$ cat src/logic/capture_pkg.sv
// Shared constants, register map and types of the input capture channel
package capture_pkg;

    // Register indices on the plain register port (word addresses)
    localparam logic [3:0] addr_control    = 4'h0;
    localparam logic [3:0] addr_fifo       = 4'h1;
    localparam logic [3:0] addr_status     = 4'h2;
    localparam logic [3:0] addr_irq_status = 4'h3;
    localparam logic [3:0] addr_irq_mask   = 4'h4;
    localparam logic [3:0] addr_route      = 4'h5;

    // Control register field positions
    localparam int ctl_mode_lsb   = 0;   // 3 bits
    localparam int ctl_src_lsb    = 3;   // 2 bits
    localparam int ctl_first_bit  = 5;
    localparam int ctl_ithr_lsb   = 6;   // 2 bits, count minus one
    localparam int ctl_enable_bit = 8;

    // Interrupt status bit positions
    localparam int irq_thresh_bit   = 0;
    localparam int irq_edge_bit     = 1;
    localparam int irq_overflow_bit = 2;
    localparam int irq_width        = 3;

    // Reset values
    localparam logic [31:0] control_reset  = 32'h0000_0000;
    localparam logic [3:0]  route_reset    = 4'h0;
    localparam logic [2:0]  irq_mask_reset = 3'h0;

    // Prescaler last counts, one below the span
    localparam logic [3:0] div4_last  = 4'h3;
    localparam logic [3:0] div16_last = 4'hf;

    typedef enum logic [2:0] {
        mode_off     = 3'h0,
        mode_falling = 3'h1,
        mode_rising  = 3'h2,
        mode_both    = 3'h3,
        mode_first   = 3'h4,
        mode_div4    = 3'h5,
        mode_div16   = 3'h6
    } capture_mode_t;

    typedef enum logic [1:0] {
        src_first  = 2'h0,
        src_second = 2'h1,
        src_cascade = 2'h2
    } time_src_t;

    typedef struct packed {
        logic [3:0]  addr;
        logic [31:0] wdata;
        logic        wr;
        logic        rd;
    } reg_req_t;

    typedef struct packed {
        logic [15:0] first;
        logic [15:0] second;
    } time_base_t;

endpackage

$ cat src/logic/input_capture_channel.sv
// Input capture channel: edge detection, time base latch, FIFO, interrupts
`timescale 1ns/1ns

// Function
// - Latch selected time base on qualifying event
// - Falling mode captures every falling edge
// - Rising mode captures every rising edge
// - Both mode captures every edge
// - Wait for chosen first edge, then both
// - Divide-by-four captures every fourth rise
// - Divide-by-sixteen captures every sixteenth rise
// - Software picks either 16-bit timer
// - Cascaded timers give 32-bit capture
// - Pin event wakes sleeping or idle device
// - Capture events can raise interrupt
// - Four-entry FIFO read out in order
// - Interrupt after one to four entries
// - Edge flag usable as external interrupt
// - 4-bit route field picks input pin
module input_capture_channel #(
    parameter int PINS  = 16,
    parameter int DEPTH = 4
) (
    // Clock and reset
    input  wire logic                   clk,
    input  wire logic                   rst_b,
    // Register port
    input  wire capture_pkg::reg_req_t  req,
    output logic [31:0]                 rdata,
    // Candidate pins and time bases
    input  wire logic [PINS-1:0]        capture_input_pin,
    input  wire capture_pkg::time_base_t time_base,
    // Power state and outputs
    input  wire logic                   low_power,
    output logic                        wake,
    output logic                        irq
);

    initial begin
        if (PINS < 1 || PINS > 16 || DEPTH != 4) begin
            $error("input_capture_channel: unsupported parameters");
        end
    end

    logic [31:0]                control;
    logic [3:0]                 capture_route_select;
    logic [2:0]                 irq_status;
    logic [2:0]                 irq_mask;
    logic [31:0]                fifo_mem [DEPTH];
    logic [1:0]                 wr_ptr;
    logic [1:0]                 rd_ptr;
    logic [2:0]                 count;
    logic                       sync_a;
    logic                       sync_b;
    logic                       sample_prev;
    logic                       armed;
    logic [3:0]                 prescale;
    logic                       rise;
    logic                       fall;
    logic                       capture;
    logic                       push;
    logic                       pop;
    logic                       overflow_evt;
    logic                       thresh_hit;
    logic                       enable;
    logic [31:0]                stamp;
    capture_pkg::capture_mode_t mode;
    capture_pkg::time_src_t     src;

    function automatic logic is_write(input capture_pkg::reg_req_t r, input logic [3:0] a);
        is_write = r.wr && (r.addr == a);
    endfunction

    assign mode   = capture_pkg::capture_mode_t'(control[capture_pkg::ctl_mode_lsb +: 3]);
    assign src    = capture_pkg::time_src_t'(control[capture_pkg::ctl_src_lsb +: 2]);
    assign enable = control[capture_pkg::ctl_enable_bit];

    // Registers written by software
    always_ff @(posedge clk or negedge rst_b) begin
        if (!rst_b) begin
            control              <= capture_pkg::control_reset;
            capture_route_select <= capture_pkg::route_reset;
            irq_mask             <= capture_pkg::irq_mask_reset;
        end else begin
            if (is_write(req, capture_pkg::addr_control)) begin
                control <= req.wdata;
            end
            if (is_write(req, capture_pkg::addr_route)) begin
                capture_route_select <= req.wdata[3:0];
            end
            if (is_write(req, capture_pkg::addr_irq_mask)) begin
                irq_mask <= req.wdata[2:0];
            end
        end
    end

    // Two-stage synchroniser; only the second stage is looked at
    always_ff @(posedge clk or negedge rst_b) begin
        if (!rst_b) begin
            sync_a      <= 1'b0;
            sync_b      <= 1'b0;
            sample_prev <= 1'b0;
        end else begin
            sync_a      <= (int'(capture_route_select) < PINS) ?
                           capture_input_pin[capture_route_select] : 1'b0;
            sync_b      <= sync_a;
            sample_prev <= sync_b;
        end
    end

    assign rise = sync_b && !sample_prev;
    assign fall = !sync_b && sample_prev;

    // Mode-change resets the arm flag and prescaler so a new mode starts clean
    always_ff @(posedge clk or negedge rst_b) begin
        if (!rst_b) begin
            armed    <= 1'b0;
            prescale <= 4'h0;
        end else if (!enable || is_write(req, capture_pkg::addr_control)) begin
            armed    <= 1'b0;
            prescale <= 4'h0;
        end else begin
            if (mode == capture_pkg::mode_first &&
                ((control[capture_pkg::ctl_first_bit] && rise) ||
                 (!control[capture_pkg::ctl_first_bit] && fall))) begin
                armed <= 1'b1;
            end
            if (rise && (mode == capture_pkg::mode_div4 || mode == capture_pkg::mode_div16)) begin
                if ((mode == capture_pkg::mode_div4 && prescale == capture_pkg::div4_last) ||
                    prescale == capture_pkg::div16_last) begin
                    prescale <= 4'h0;
                end else begin
                    prescale <= prescale + 4'h1;
                end
            end
        end
    end

    always_comb begin
        capture = 1'b0;
        if (enable) begin
            unique case (mode)
                capture_pkg::mode_off:     capture = 1'b0;
                capture_pkg::mode_falling: capture = fall;
                capture_pkg::mode_rising:  capture = rise;
                capture_pkg::mode_both:    capture = rise || fall;
                // First qualifying edge is itself captured, then every edge
                capture_pkg::mode_first:   capture = (rise || fall) && (armed ||
                    (control[capture_pkg::ctl_first_bit] ? rise : fall));
                capture_pkg::mode_div4:    capture = rise &&
                    prescale == capture_pkg::div4_last;
                capture_pkg::mode_div16:   capture = rise &&
                    prescale == capture_pkg::div16_last;
                default:                   capture = 1'b0;
            endcase
        end
    end

    always_comb begin
        unique case (src)
            capture_pkg::src_first:   stamp = {16'h0000, time_base.first};
            capture_pkg::src_second:  stamp = {16'h0000, time_base.second};
            capture_pkg::src_cascade: stamp = {time_base.second, time_base.first};
            default:                  stamp = {16'h0000, time_base.first};
        endcase
    end

    // Full FIFO drops the new capture; a pop in the same cycle does not free room
    assign pop          = req.rd && req.addr == capture_pkg::addr_fifo && count != 3'h0;
    assign push         = capture && count != 3'(DEPTH);
    assign overflow_evt = capture && count == 3'(DEPTH);
    assign thresh_hit   = push &&
        (count + 3'h1) == {1'b0, control[capture_pkg::ctl_ithr_lsb +: 2]} + 3'h1;

    always_ff @(posedge clk) begin
        if (push) begin
            fifo_mem[wr_ptr] <= stamp;
        end
    end

    always_ff @(posedge clk or negedge rst_b) begin
        if (!rst_b) begin
            wr_ptr <= 2'h0;
            rd_ptr <= 2'h0;
            count  <= 3'h0;
        end else if (!enable) begin
            wr_ptr <= 2'h0;
            rd_ptr <= 2'h0;
            count  <= 3'h0;
        end else begin
            if (push) begin
                wr_ptr <= wr_ptr + 2'h1;
            end
            if (pop) begin
                rd_ptr <= rd_ptr + 2'h1;
            end
            count <= count + {2'b00, push} - {2'b00, pop};
        end
    end

    // Sticky interrupt flags: a new event wins over a write-one clear
    always_ff @(posedge clk or negedge rst_b) begin
        if (!rst_b) begin
            irq_status <= 3'h0;
        end else begin
            irq_status <= (irq_status & ~(is_write(req, capture_pkg::addr_irq_status) ?
                           req.wdata[2:0] : 3'h0)) |
                          {overflow_evt, capture, thresh_hit};
        end
    end

    assign irq  = |(irq_status & irq_mask);
    assign wake = low_power && capture;

    always_ff @(posedge clk or negedge rst_b) begin
        if (!rst_b) begin
            rdata <= 32'h0000_0000;
        end else if (req.rd) begin
            unique case (req.addr)
                capture_pkg::addr_control:    rdata <= control;
                capture_pkg::addr_fifo:       rdata <= (count != 3'h0) ?
                                                       fifo_mem[rd_ptr] : 32'h0000_0000;
                capture_pkg::addr_status:     rdata <= {28'h0000000, armed, count};
                capture_pkg::addr_irq_status: rdata <= {29'h00000000, irq_status};
                capture_pkg::addr_irq_mask:   rdata <= {29'h00000000, irq_mask};
                capture_pkg::addr_route:      rdata <= {28'h0000000, capture_route_select};
                default:                      rdata <= 32'h0000_0000;
            endcase
        end else begin
            rdata <= 32'h0000_0000;
        end
    end

endmodule

$ cat config.mk
export PLATFORM = sky130hd
export DESIGN_NAME = input_capture_channel
export DESIGN_NICKNAME = d
export VERILOG_FILES = /design/src/logic/capture_pkg.sv /design/src/logic/input_capture_channel.sv
export SDC_FILE = /design/constraint.sdc
export NUM_CORES = 1
export LEC_CHECK = 0
export ABC_AREA = 1
export BUFFER_PORTS_ARGS = -buffer_cell sky130_fd_sc_hd__clkbuf_2
export CAP_MARGIN = 30
export CORE_MARGIN = 2
export CORE_UTILIZATION = 62
export DETAILED_ROUTE_END_ITERATION = 8
export GPL_TIMING_DRIVEN = 0
export PLACE_DENSITY = 0.82
export SYNTH_ARGS = -nofsm -noshare
export SYNTH_HDL_FRONTEND = slang
export SYNTH_SLANG_ARGS = --single-unit
$ cat constraint.sdc
create_clock -name clk -period 6.15 [get_ports clk]
set_clock_uncertainty 0.1 [all_clocks]
set_input_delay 1.23 -clock clk [delete_from_list [all_inputs] [get_ports clk]]
set_output_delay 1.23 -clock clk [all_outputs]
set_load 0.05 [all_outputs]
==> impl_metrics.ini, run 1 <==
[drt]
drt_wl_total_mm = 23.6
first_pass_iters = 6
initialDrtViolationCount = 1035
vias = 7181
drt-wirelength-per-cell_um = 20.1
antenna_left = 0
avgViaCountPerCell = 6.12
drt_drc_violations_left = 0

[pwr]
internal_power_w = 0.00262
clock_power_share = 0.371
power.density_mw_per_mm2 = 325
power.ir.vdd_worst_uv = 301
power.leakage_nw = 4.72
power.switching_w = 0.000945
power.share.switching = 0.265
power.total_w = 0.00356
seqPwrFrac = 0.491
p_comb_frac = 0.138

[critical_path]
timing.critical_path.required_ns = 4.82
critical-path-max-stage-delay_ns = 0.39
regToRegSetupSlack_ns = 3.03
crit-reg2reg-capture = count[2]
reg2regPathDepth = 14
timing.critical_path.slowest_stage_cell = sky130_fd_sc_hd__dfrtp_1
worst-path-max-fanout = 6
cells_along_the_critical_path = inv_1 -> ha_1 -> o21ai_0 -> nor2_1 -> nand3_1 -> nand3_1 -> nand2_1 -> nor2_1 -> clkbuf_2
cp-end-kind = output pin
signal_arrival_time_at_the_worst_endpoint_ns = 2.44
critical_path_class = register to output pin
timing.critical_path.from_type = register
timing.rr.start = sample_prev

[clock_tree]
clock-sinks = 217
clk_transition_reported_paths_ns = 0.06
tritoncts = done
htree_levels = 1
ctsLongestPathBuffers = 3
postCtsHoldBufs = 0
ctsResizeCount = 0
worst_skew_pair.late_latency_ns = 0.51
root_buffer = sky130_fd_sc_hd__clkbuf_16
tritoncts.num_buffers = 22
post-cts-setup-buffer-count = 0

[timing]
fin_crit_sh = 0.612
tightestPinTransition_ns = 0.700
slew_headroom = 0.533
final-setup-viol-count = 0
fin_ws_ns = 2.38
period_needed_ns = 3.77
rsz_0062_raised_after_global_routing = false
timing_hold_violations_final = 0
clock.fmax_mhz = 266
setup_tns_ns = 0
slew_viol_final = 0

[placement]
pre_cts_ws_ns = 2.66
buffer_ports.inserted = 122
dp.final_hpwl_mm = 15.5
place_congestion = 0.920
post_place_instance_area_mm2 = 0.0102
placed_cells_incl_taps = 1134

[global_route]
grt_pass1_wl_mm = 37.0
via_count_of_the_first_global_routing_pass = 6901
globalRouteOverflowTotal = 0
pin_count_of_the_biggest_net_entering_global_routing = 47
grt_antenna_before_repair = 0
groute.usage.overall = 0.299

[die]
floorplan.initialDensity = 0.635
die_h_um = 126
row_count = 44
design.core.area_mm2 = 0.0145
total_die_area_mm2 = 0.0159
pin_count = 123
dieWidth_um = 126

[logic_synthesis]
synthesis.yosys.warnings = 0
netlist_instances = 823
yosysSeqAreaShare = 0.658
yosys_register_bits = 217
synth.area.mux_share = 0.0334
synth-xor-area-share = 0.00664
synth.net_count = 927
synth-simple-area-share = 0.114
avgSynthCellArea_um2 = 11.2
number_of_unique_standard_cell_types_used_by_synthesis = 30
syn_area_mm2 = 0.00923
post_synth_fa_ha_maj_area_fraction = 0.0212
synth_compound_area_frac = 0.119
dominant_combinational_cell_family_by_area_after_synthesis = compound AO/OA/AOI/OAI gates

[min_path]
hold_path_class = register to register
holdPathStages = 0
hold-path-endpoint = sync_b
holdCritStartpoint = sync_a

[flow_run]
cap_viol_max_count = 0

[cells_and_area]
num-nets-final = 1078
layout_common_cells = sky130_fd_sc_hd__edfxtp_1, sky130_fd_sc_hd__nor2_1, sky130_fd_sc_hd__clkbuf_2, sky130_fd_sc_hd__o21ai_0, sky130_fd_sc_hd__dfrtp_1
antenna_cells = 0
layout_cell_area_excl_fill_mm2 = 0.0109
layout-drive-gt1-share = 0.207
layout-area-overhead-vs-synth_pct = 18.6
most_frequent_standard_cell_in_the_layout_excluding_fill_and_tap_cells = sky130_fd_sc_hd__edfxtp_1
instances_no_fill = 1174

[status]
status = completed
[state kept, by name, summed over array words and instances, names as in the netlist]
| signal | flops |
|---|---|
| fifo_mem | 128 |
| control | 32 |
| wr_ptr | 2 |
| capture_route_select | 4 |
| armed | 1 |
| prescale | 4 |
| count | 3 |
| rd_ptr | 2 |
| irq_status | 3 |
| irq_mask | 3 |
| sync_b | 1 |
| sync_a | 1 |
| sample_prev | 1 |
| rdata | 32 |
[cells by family after synthesis]
logic type | Yosys count
buffers and inverters | 111
muxes | 25
xor gates and xnor gates | 7
AOI/OAI and AO/OA | 190
and+or+nand+nor | 258
DFF | 217
adders and majority gates | 15
[power by group through the flow]
stage	Combinational (W)	Clock [W]	Sequential (W)
6_report	0.000491	0.00132	0.00175
5_1_grt	0.000534	0.00138	0.00176
4_1_cts	0.000482	0.00132	0.00175
3_5_place_dp	0.000472	0	0.00177
3_3_place_gp	0.000441	0	0.00177
2_1_floorplan	0.000295	0	0.00177
[synth_stat cells (all sizes together)]
master	count	area share
o221ai	4	0.0038
o22ai	39	0.026
nor2	128	0.053
nor3	2	0.0023
dfrtp	89	0.24
o21ai	107	0.058
or2	1	0.00068
xor2	3	0.0028
edfxtp	128	0.42
xnor2	4	0.0038
a21oi	7	0.0038
a22oi	28	0.023
fa	1	0.0022
a31oi	1	0.00068
nand3	39	0.022
inv	67	0.027
ha	14	0.019
nand2	83	0.034
mux2	25	0.033
clkbuf	35	0.014
nand4	5	0.0034
buf	9	0.0062
a211oi	3	0.0024
o211ai	1	0.00081
[stage by stage]
step / hold WS, ns / util
6_report: 0.240 / 0.753
5_1_grt: 0.254 / 0.753
3_5_place_dp: 0.236 / 0.704
3_3_place_gp: 0.238 / 0.693
4_1_cts: 0.246 / 0.753
2_1_floorplan: 0.231 / -
[worst max-delay path: cells and delay by family, from the launching register on]
family | cells | cell delay, ns
flops | 1 | 0.39
simple gates | 5 | 0.91
buf+inv | 2 | 0.34
fa+ha+maj | 1 | 0.19
compound gates | 1 | 0.10
[area by class of cell]
class / instances / area [um2]
buffer: 44 / 189
clock buffer: 28 / 593
clock inverter: 12 / 121
fill: 983 / 3590
inverter: 67 / 251
multi-input combinational: 495 / 2750
sequential: 217 / 6070
tap: 184 / 230
timing repair buffer: 127 / 743
[per-layer routing]
metal / global-route usage / part of all wire / wire [um] / vias up
li1: - / - / - / 3182
met1: 0.419 / 0.39 / 9240 / 3488
met2: 0.493 / 0.49 / 11600 / 440
met3: 0.0421 / 0.086 / 2020 / 71
met4: 0.0937 / 0.031 / 731 / 0
met5: 0 / 0 / 0 / -
[how the worst max path moves through the flow]
| stage | from | endpoint | cells after the start | slack, ns |
|---|---|---|---|---|
| global route | sample_prev | wake | 9 | 2.21 |
| floorplan | low_power | wake | 2 | 2.91 |
| finish | sample_prev | wake | 9 | 2.38 |
| CTS | sample_prev | wake | 9 | 2.40 |
| global placement | sample_prev | fifo_mem[0][17] | 8 | 1.65 |
| detailed placement | req[34] | count[2] | 14 | 2.66 |
(Power assumes the default switching activity.)
==> inputs of run 2 (changes only) <==
--- a/config.mk
+++ b/config.mk
@@ -9,10 +9,10 @@
 export BUFFER_PORTS_ARGS = -buffer_cell sky130_fd_sc_hd__clkbuf_2
 export CAP_MARGIN = 30
 export CORE_MARGIN = 2
-export CORE_UTILIZATION = 62
+export CORE_UTILIZATION = 57
 export DETAILED_ROUTE_END_ITERATION = 8
 export GPL_TIMING_DRIVEN = 0
-export PLACE_DENSITY = 0.82
+export PLACE_DENSITY = 0.76
 export SYNTH_ARGS = -nofsm -noshare
 export SYNTH_HDL_FRONTEND = slang
 export SYNTH_SLANG_ARGS = --single-unit
==> constraint.sdc (replaced) <==
create_clock -name clk -period 3.6 [get_ports clk]
set_clock_uncertainty 0.1 [all_clocks]
set_input_delay 0.72 -clock clk [delete_from_list [all_inputs] [get_ports clk]]
set_output_delay 0.72 -clock clk [all_outputs]
set_load 0.05 [all_outputs]
==> impl_metrics.ini, run 2 (synthesized netlist as in run 1, its figures left out) <==
[status]
status = completed

[pwr]
power.density_mw_per_mm2 = 556
power.ir.vdd_worst_uv = 327
p_comb_frac = 0.133
power.share.switching = 0.256
power.leakage_nw = 4.72
power.switching_w = 0.00156
internal_power_w = 0.00455
seqPwrFrac = 0.488
power.total_w = 0.00611
clock_power_share = 0.379

[global_route]
groute.usage.overall = 0.259
globalRouteOverflowTotal = 0
via_count_of_the_first_global_routing_pass = 6940
grt_antenna_before_repair = 0
pin_count_of_the_biggest_net_entering_global_routing = 50
grt_pass1_wl_mm = 35.1

[placement]
pre_cts_ws_ns = 0.528
post_place_instance_area_mm2 = 0.0102
dp.final_hpwl_mm = 15.0
place_congestion = 0.892
buffer_ports.inserted = 122

[critical_path]
critical-path-max-stage-delay_ns = 0.38
critical_path_class = register to output pin
timing.critical_path.from_type = register
critPathTopFamily = simple AND/OR/NAND/NOR gates
critical_path.endpoint = wake
reg2regPathDepth = 14
signal_arrival_time_at_the_worst_endpoint_ns = 2.36
cells_along_the_critical_path = inv_1 -> ha_1 -> o21ai_0 -> nor2_1 -> nand3_1 -> nand3_1 -> nand2_1 -> nor2_1 -> clkbuf_2
timing.critical_path.required_ns = 2.78
crit-reg2reg-capture = count[2]
worst-path-max-fanout = 6
timing.critical_path.slowest_stage_cell = sky130_fd_sc_hd__dfrtp_1
critical_path.startpoint = sample_prev
crit_cells = 9
cp-end-kind = output pin
cp.buffers_inverters = 2
timing.rr.start = sample_prev
regToRegSetupSlack_ns = 0.52

[timing]
clock.fmax_mhz = 315
tightestPinTransition_ns = 0.727
holdWs_ns = 0.207
final-setup-viol-count = 0
setup_tns_ns = 0
slew_headroom = 0.515
slew_viol_final = 0
fin_ws_ns = 0.423
fin_crit_sh = 0.882
rsz_0062_raised_after_global_routing = false
period_needed_ns = 3.18
timing_hold_violations_final = 0

[drt]
drt_drc_violations_left = 0
first_pass_iters = 5
antenna_left = 0
avgViaCountPerCell = 5.65
initialDrtViolationCount = 913
vias = 6825
drt_wl_total_mm = 22.2
drt-wirelength-per-cell_um = 18.4

[die]
dieWidth_um = 131
row_count = 46
design.core.area_mm2 = 0.0158
total_die_area_mm2 = 0.0172
pin_count = 123
die_h_um = 131
floorplan.initialDensity = 0.583

[cells_and_area]
layout_common_cells = sky130_fd_sc_hd__edfxtp_1, sky130_fd_sc_hd__nor2_1, sky130_fd_sc_hd__clkbuf_2, sky130_fd_sc_hd__o21ai_0, sky130_fd_sc_hd__dfrtp_1
most_frequent_standard_cell_in_the_layout_excluding_fill_and_tap_cells = sky130_fd_sc_hd__edfxtp_1
num-nets-final = 1079
largest_register_ffs = 128
max_flop_register = fifo_mem
reg.largest.list = fifo_mem (128), control (32), rdata (32)
layout-area-overhead-vs-synth_pct = 19.1
antenna_cells = 0
layout_cell_area_excl_fill_mm2 = 0.0110
layout-drive-gt1-share = 0.204

[clock_tree]
ctsLongestPathBuffers = 3
clk_transition_reported_paths_ns = 0.06
htree_levels = 1
clock-sinks = 217
root_buffer = sky130_fd_sc_hd__clkbuf_16
tritoncts.num_buffers = 23
postCtsHoldBufs = 0
worst_skew_pair.late_latency_ns = 0.50
tritoncts = done
post-cts-setup-buffer-count = 0
ctsResizeCount = 0

[flow_run]
cap_viol_max_count = 0

[min_path]
hold_path_class = input pin to asynchronous set/reset pin
run 2: per-stage QoR:
| step | instances | util |
|---|---|---|
| after global routing | 1208 | 0.694 |
| final | 1208 | 0.694 |
| after detailed placement | 1166 | 0.648 |
| after CTS | 1208 | 0.694 |
| after floorplan | 823 | - |
| after global placement | 1161 | 0.639 |
run 2: worst reg2reg max path, delay by kind of cell, from the launching register on:
family | cells | cell delay [ns]
compound gates | 1 | 0.09
xor+xnor | 1 | 0.18
fa+ha+maj | 4 | 1.07
buf+inv | 3 | 0.17
flops | 1 | 0.38
simple gates | 5 | 0.99
run 2: per-layer routing:
metal	track usage	wire (um)
met1	0.353	9070
met2	0.421	10600
met3	0.0436	1870
met4	0.0990	699
met5	0	0
run 2: area by class of cell:
class | count | area (um2)
clock buffer | 34 | 648
inverter | 67 | 251
sequential | 217 | 6070
fill | 1149 | 4840
clock inverter | 8 | 93.8
tap | 216 | 270
timing repair buffer | 127 | 721
buffer | 44 | 189
multi-input combinational | 495 | 2750
run 2: worst min path at each step:
stage | startpoint | to | slack [ns]
detailed placement | sync_a | sync_b | 0.24
finish | rst_b | control[9] | 0.21
global placement | sync_a | sync_b | 0.24
global route | rst_b | control[9] | 0.26
floorplan | sync_a | sync_b | 0.23
CTS | rst_b | control[10] | 0.22
run 2: power by group through the flow:
stage | Combinational (W) | Clock, W | Sequential, W
after floorplan | 0.000505 | 0 | 0.00302
after global placement | 0.000762 | 0 | 0.00302
after detailed placement | 0.000798 | 0 | 0.00303
after CTS | 0.000806 | 0.00234 | 0.00298
after global routing | 0.000902 | 0.00242 | 0.00300
final | 0.000810 | 0.00232 | 0.00298
==> inputs of run 3 (changes only) <==
--- a/config.mk
+++ b/config.mk
@@ -9,10 +9,10 @@
 export BUFFER_PORTS_ARGS = -buffer_cell sky130_fd_sc_hd__clkbuf_2
 export CAP_MARGIN = 30
 export CORE_MARGIN = 2
-export CORE_UTILIZATION = 57
+export CORE_UTILIZATION = 45
 export DETAILED_ROUTE_END_ITERATION = 8
 export GPL_TIMING_DRIVEN = 0
-export PLACE_DENSITY = 0.76
+export PLACE_DENSITY = 0.62
 export SYNTH_ARGS = -nofsm -noshare
 export SYNTH_HDL_FRONTEND = slang
 export SYNTH_SLANG_ARGS = --single-unit
==> constraint.sdc (replaced) <==
create_clock -name clk -period 3.2 [get_ports clk]
set_clock_uncertainty 0.1 [all_clocks]
set_input_delay 0.64 -clock clk [delete_from_list [all_inputs] [get_ports clk]]
set_output_delay 0.64 -clock clk [all_outputs]
set_load 0.05 [all_outputs]
==> impl_metrics.ini, run 3 (synthesized netlist as in run 1, its figures left out) <==
[status]
status = complete, but fails checks
failing_checks = negative hold slack

[critical_path]
critical_path_class = register to output pin
timing.critical_path.slowest_stage_cell = sky130_fd_sc_hd__dfrtp_1
crit_path_most_repeated_cell = sky130_fd_sc_hd__nand3_1
worst-path-max-fanout = 4
cp-end-kind = output pin
critical-path-max-stage-delay_ns = 0.37
cells_along_the_critical_path = inv_1 -> ha_1 -> inv_1 -> nand3_1 -> nand3_1 -> nand2_1 -> nand3_1 -> nand2_1 -> nor2_1 -> buf_2
signal_arrival_time_at_the_worst_endpoint_ns = 2.19
timing.critical_path.from_type = register
timing.critical_path.required_ns = 2.46

[timing]
final-setup-viol-count = 0
tightestPinTransition_ns = 0.677
rsz_0062_raised_after_global_routing = false
clock.fmax_mhz = 341
period_needed_ns = 2.93
slew_viol_final = 0
timing_hold_violations_final = 1
fin_crit_sh = 0.916
slew_headroom = 0.549
holdWs_ns = -0.00724
fin_ws_ns = 0.270

[die]
row_count = 52
design.core.area_mm2 = 0.0202
floorplan.initialDensity = 0.458
die_h_um = 147
dieWidth_um = 147
total_die_area_mm2 = 0.0217
pin_count = 123

[min_path]
hold_path_class = input pin to asynchronous set/reset pin

[clock_tree]
ctsLongestPathBuffers = 3
worst_skew_pair.late_latency_ns = 0.52
root_buffer = sky130_fd_sc_hd__clkbuf_16
tritoncts.num_buffers = 24
postCtsHoldBufs = 0
htree_levels = 1
clock-sinks = 217
clk_transition_reported_paths_ns = 0.06
tritoncts = done

[global_route]
groute.usage.overall = 0.214
pin_count_of_the_biggest_net_entering_global_routing = 61
globalRouteOverflowTotal = 0
grt_pass1_wl_mm = 35.9
via_count_of_the_first_global_routing_pass = 6599
grt_antenna_before_repair = 0

[cells_and_area]
max_flop_register = fifo_mem
finish.utilization = 0.548
layout_common_cells = sky130_fd_sc_hd__edfxtp_1, sky130_fd_sc_hd__nor2_1, sky130_fd_sc_hd__clkbuf_2, sky130_fd_sc_hd__o21ai_0, sky130_fd_sc_hd__dfrtp_1
layout-area-overhead-vs-synth_pct = 19.8
instances_no_fill = 1265
most_frequent_standard_cell_in_the_layout_excluding_fill_and_tap_cells = sky130_fd_sc_hd__edfxtp_1
antenna_cells = 0
largest_register_ffs = 128
reg.largest.list = fifo_mem (128), control (32), rdata (32)
layout-drive-gt1-share = 0.204
num-nets-final = 1081
final.fill_count = 1789

[flow_run]
cap_viol_max_count = 0

[pwr]
power.total_w = 0.00681
power.leakage_nw = 4.72
power.density_mw_per_mm2 = 616
power.ir.vdd_worst_uv = 311

[drt]
drt-wirelength-per-cell_um = 18.4
antenna_left = 0
avgViaCountPerCell = 5.32
drt_drc_violations_left = 0
vias = 6731
first_pass_iters = 5
drt_wl_total_mm = 23.3
initialDrtViolationCount = 507

[placement]
placed_cells_incl_taps = 1220
dp.final_hpwl_mm = 15.7
place_congestion = 0.866
pre_cts_ws_ns = 0.150
buffer_ports.inserted = 122
-- run 3: per-layer routing --
metal	share of wire	vias up	wire [um]	track usage
li1	-	3192	-	-
met1	0.44	3232	10300	0.302
met2	0.46	265	10800	0.343
met3	0.072	42	1670	0.0379
met4	0.023	0	544	0.0630
met5	0	-	0	0
-- run 3: final timing paths --
path,from,endpoint,slack [ns],cells past startpoint
max,sync_b,wake,0.27,10
min,rst_b,control[9],-0.007,1
max reg2reg,sync_b,count[2],0.33,15
min reg2reg,sync_a,sync_b,0.26,0
max in group asynchronous,rst_b,control[26],2.34,2
min in group clk,req[3],irq_mask[1],0.25,3
-- run 3: layout make-up --
class | instances | area [um2] | share of cell area
buffer | 44 | 189 | 0.0171
multi-input combinational | 495 | 2750 | 0.249
sequential | 217 | 6070 | 0.549
inverter | 67 | 251 | 0.0228
clock inverter | 5 | 33.8 | 0.00306
tap | 270 | 338 | 0.0306
clock buffer | 39 | 687 | 0.0621
timing repair buffer | 128 | 736 | 0.0666
-- run 3: critical path: cells and delay by family (launching register included) --
kind / cells / cell delay [ns]
adder cells (fa/ha/maj): 1 / 0.28
buffers and inverters: 3 / 0.39
flip-flops: 1 / 0.37
AND/OR/NAND/NOR: 6 / 0.64
-- run 3: what timing repair did --
action / 4_1_cts / 5_1_grt
endpoints found under the setup margin: 0 / 3
resized for setup: 0 / 2
setup buffers: 0 / 1
-- run 3: where the power goes --
group          switching [W]  total (W)  internal, W
Combinational       0.000616   0.000924     0.000308
Sequential          0.000111    0.00336      0.00325
Clock                0.00106    0.00253      0.00146
-- run 3: stage by stage --
step / cell area, um2 / setup TNS [ns]
after global placement: 10200 / -180.14
after global routing: 11100 / 0
final: 11100 / 0
after floorplan: 9230 / 0
after detailed placement: 10300 / 0
after CTS: 11000 / 0
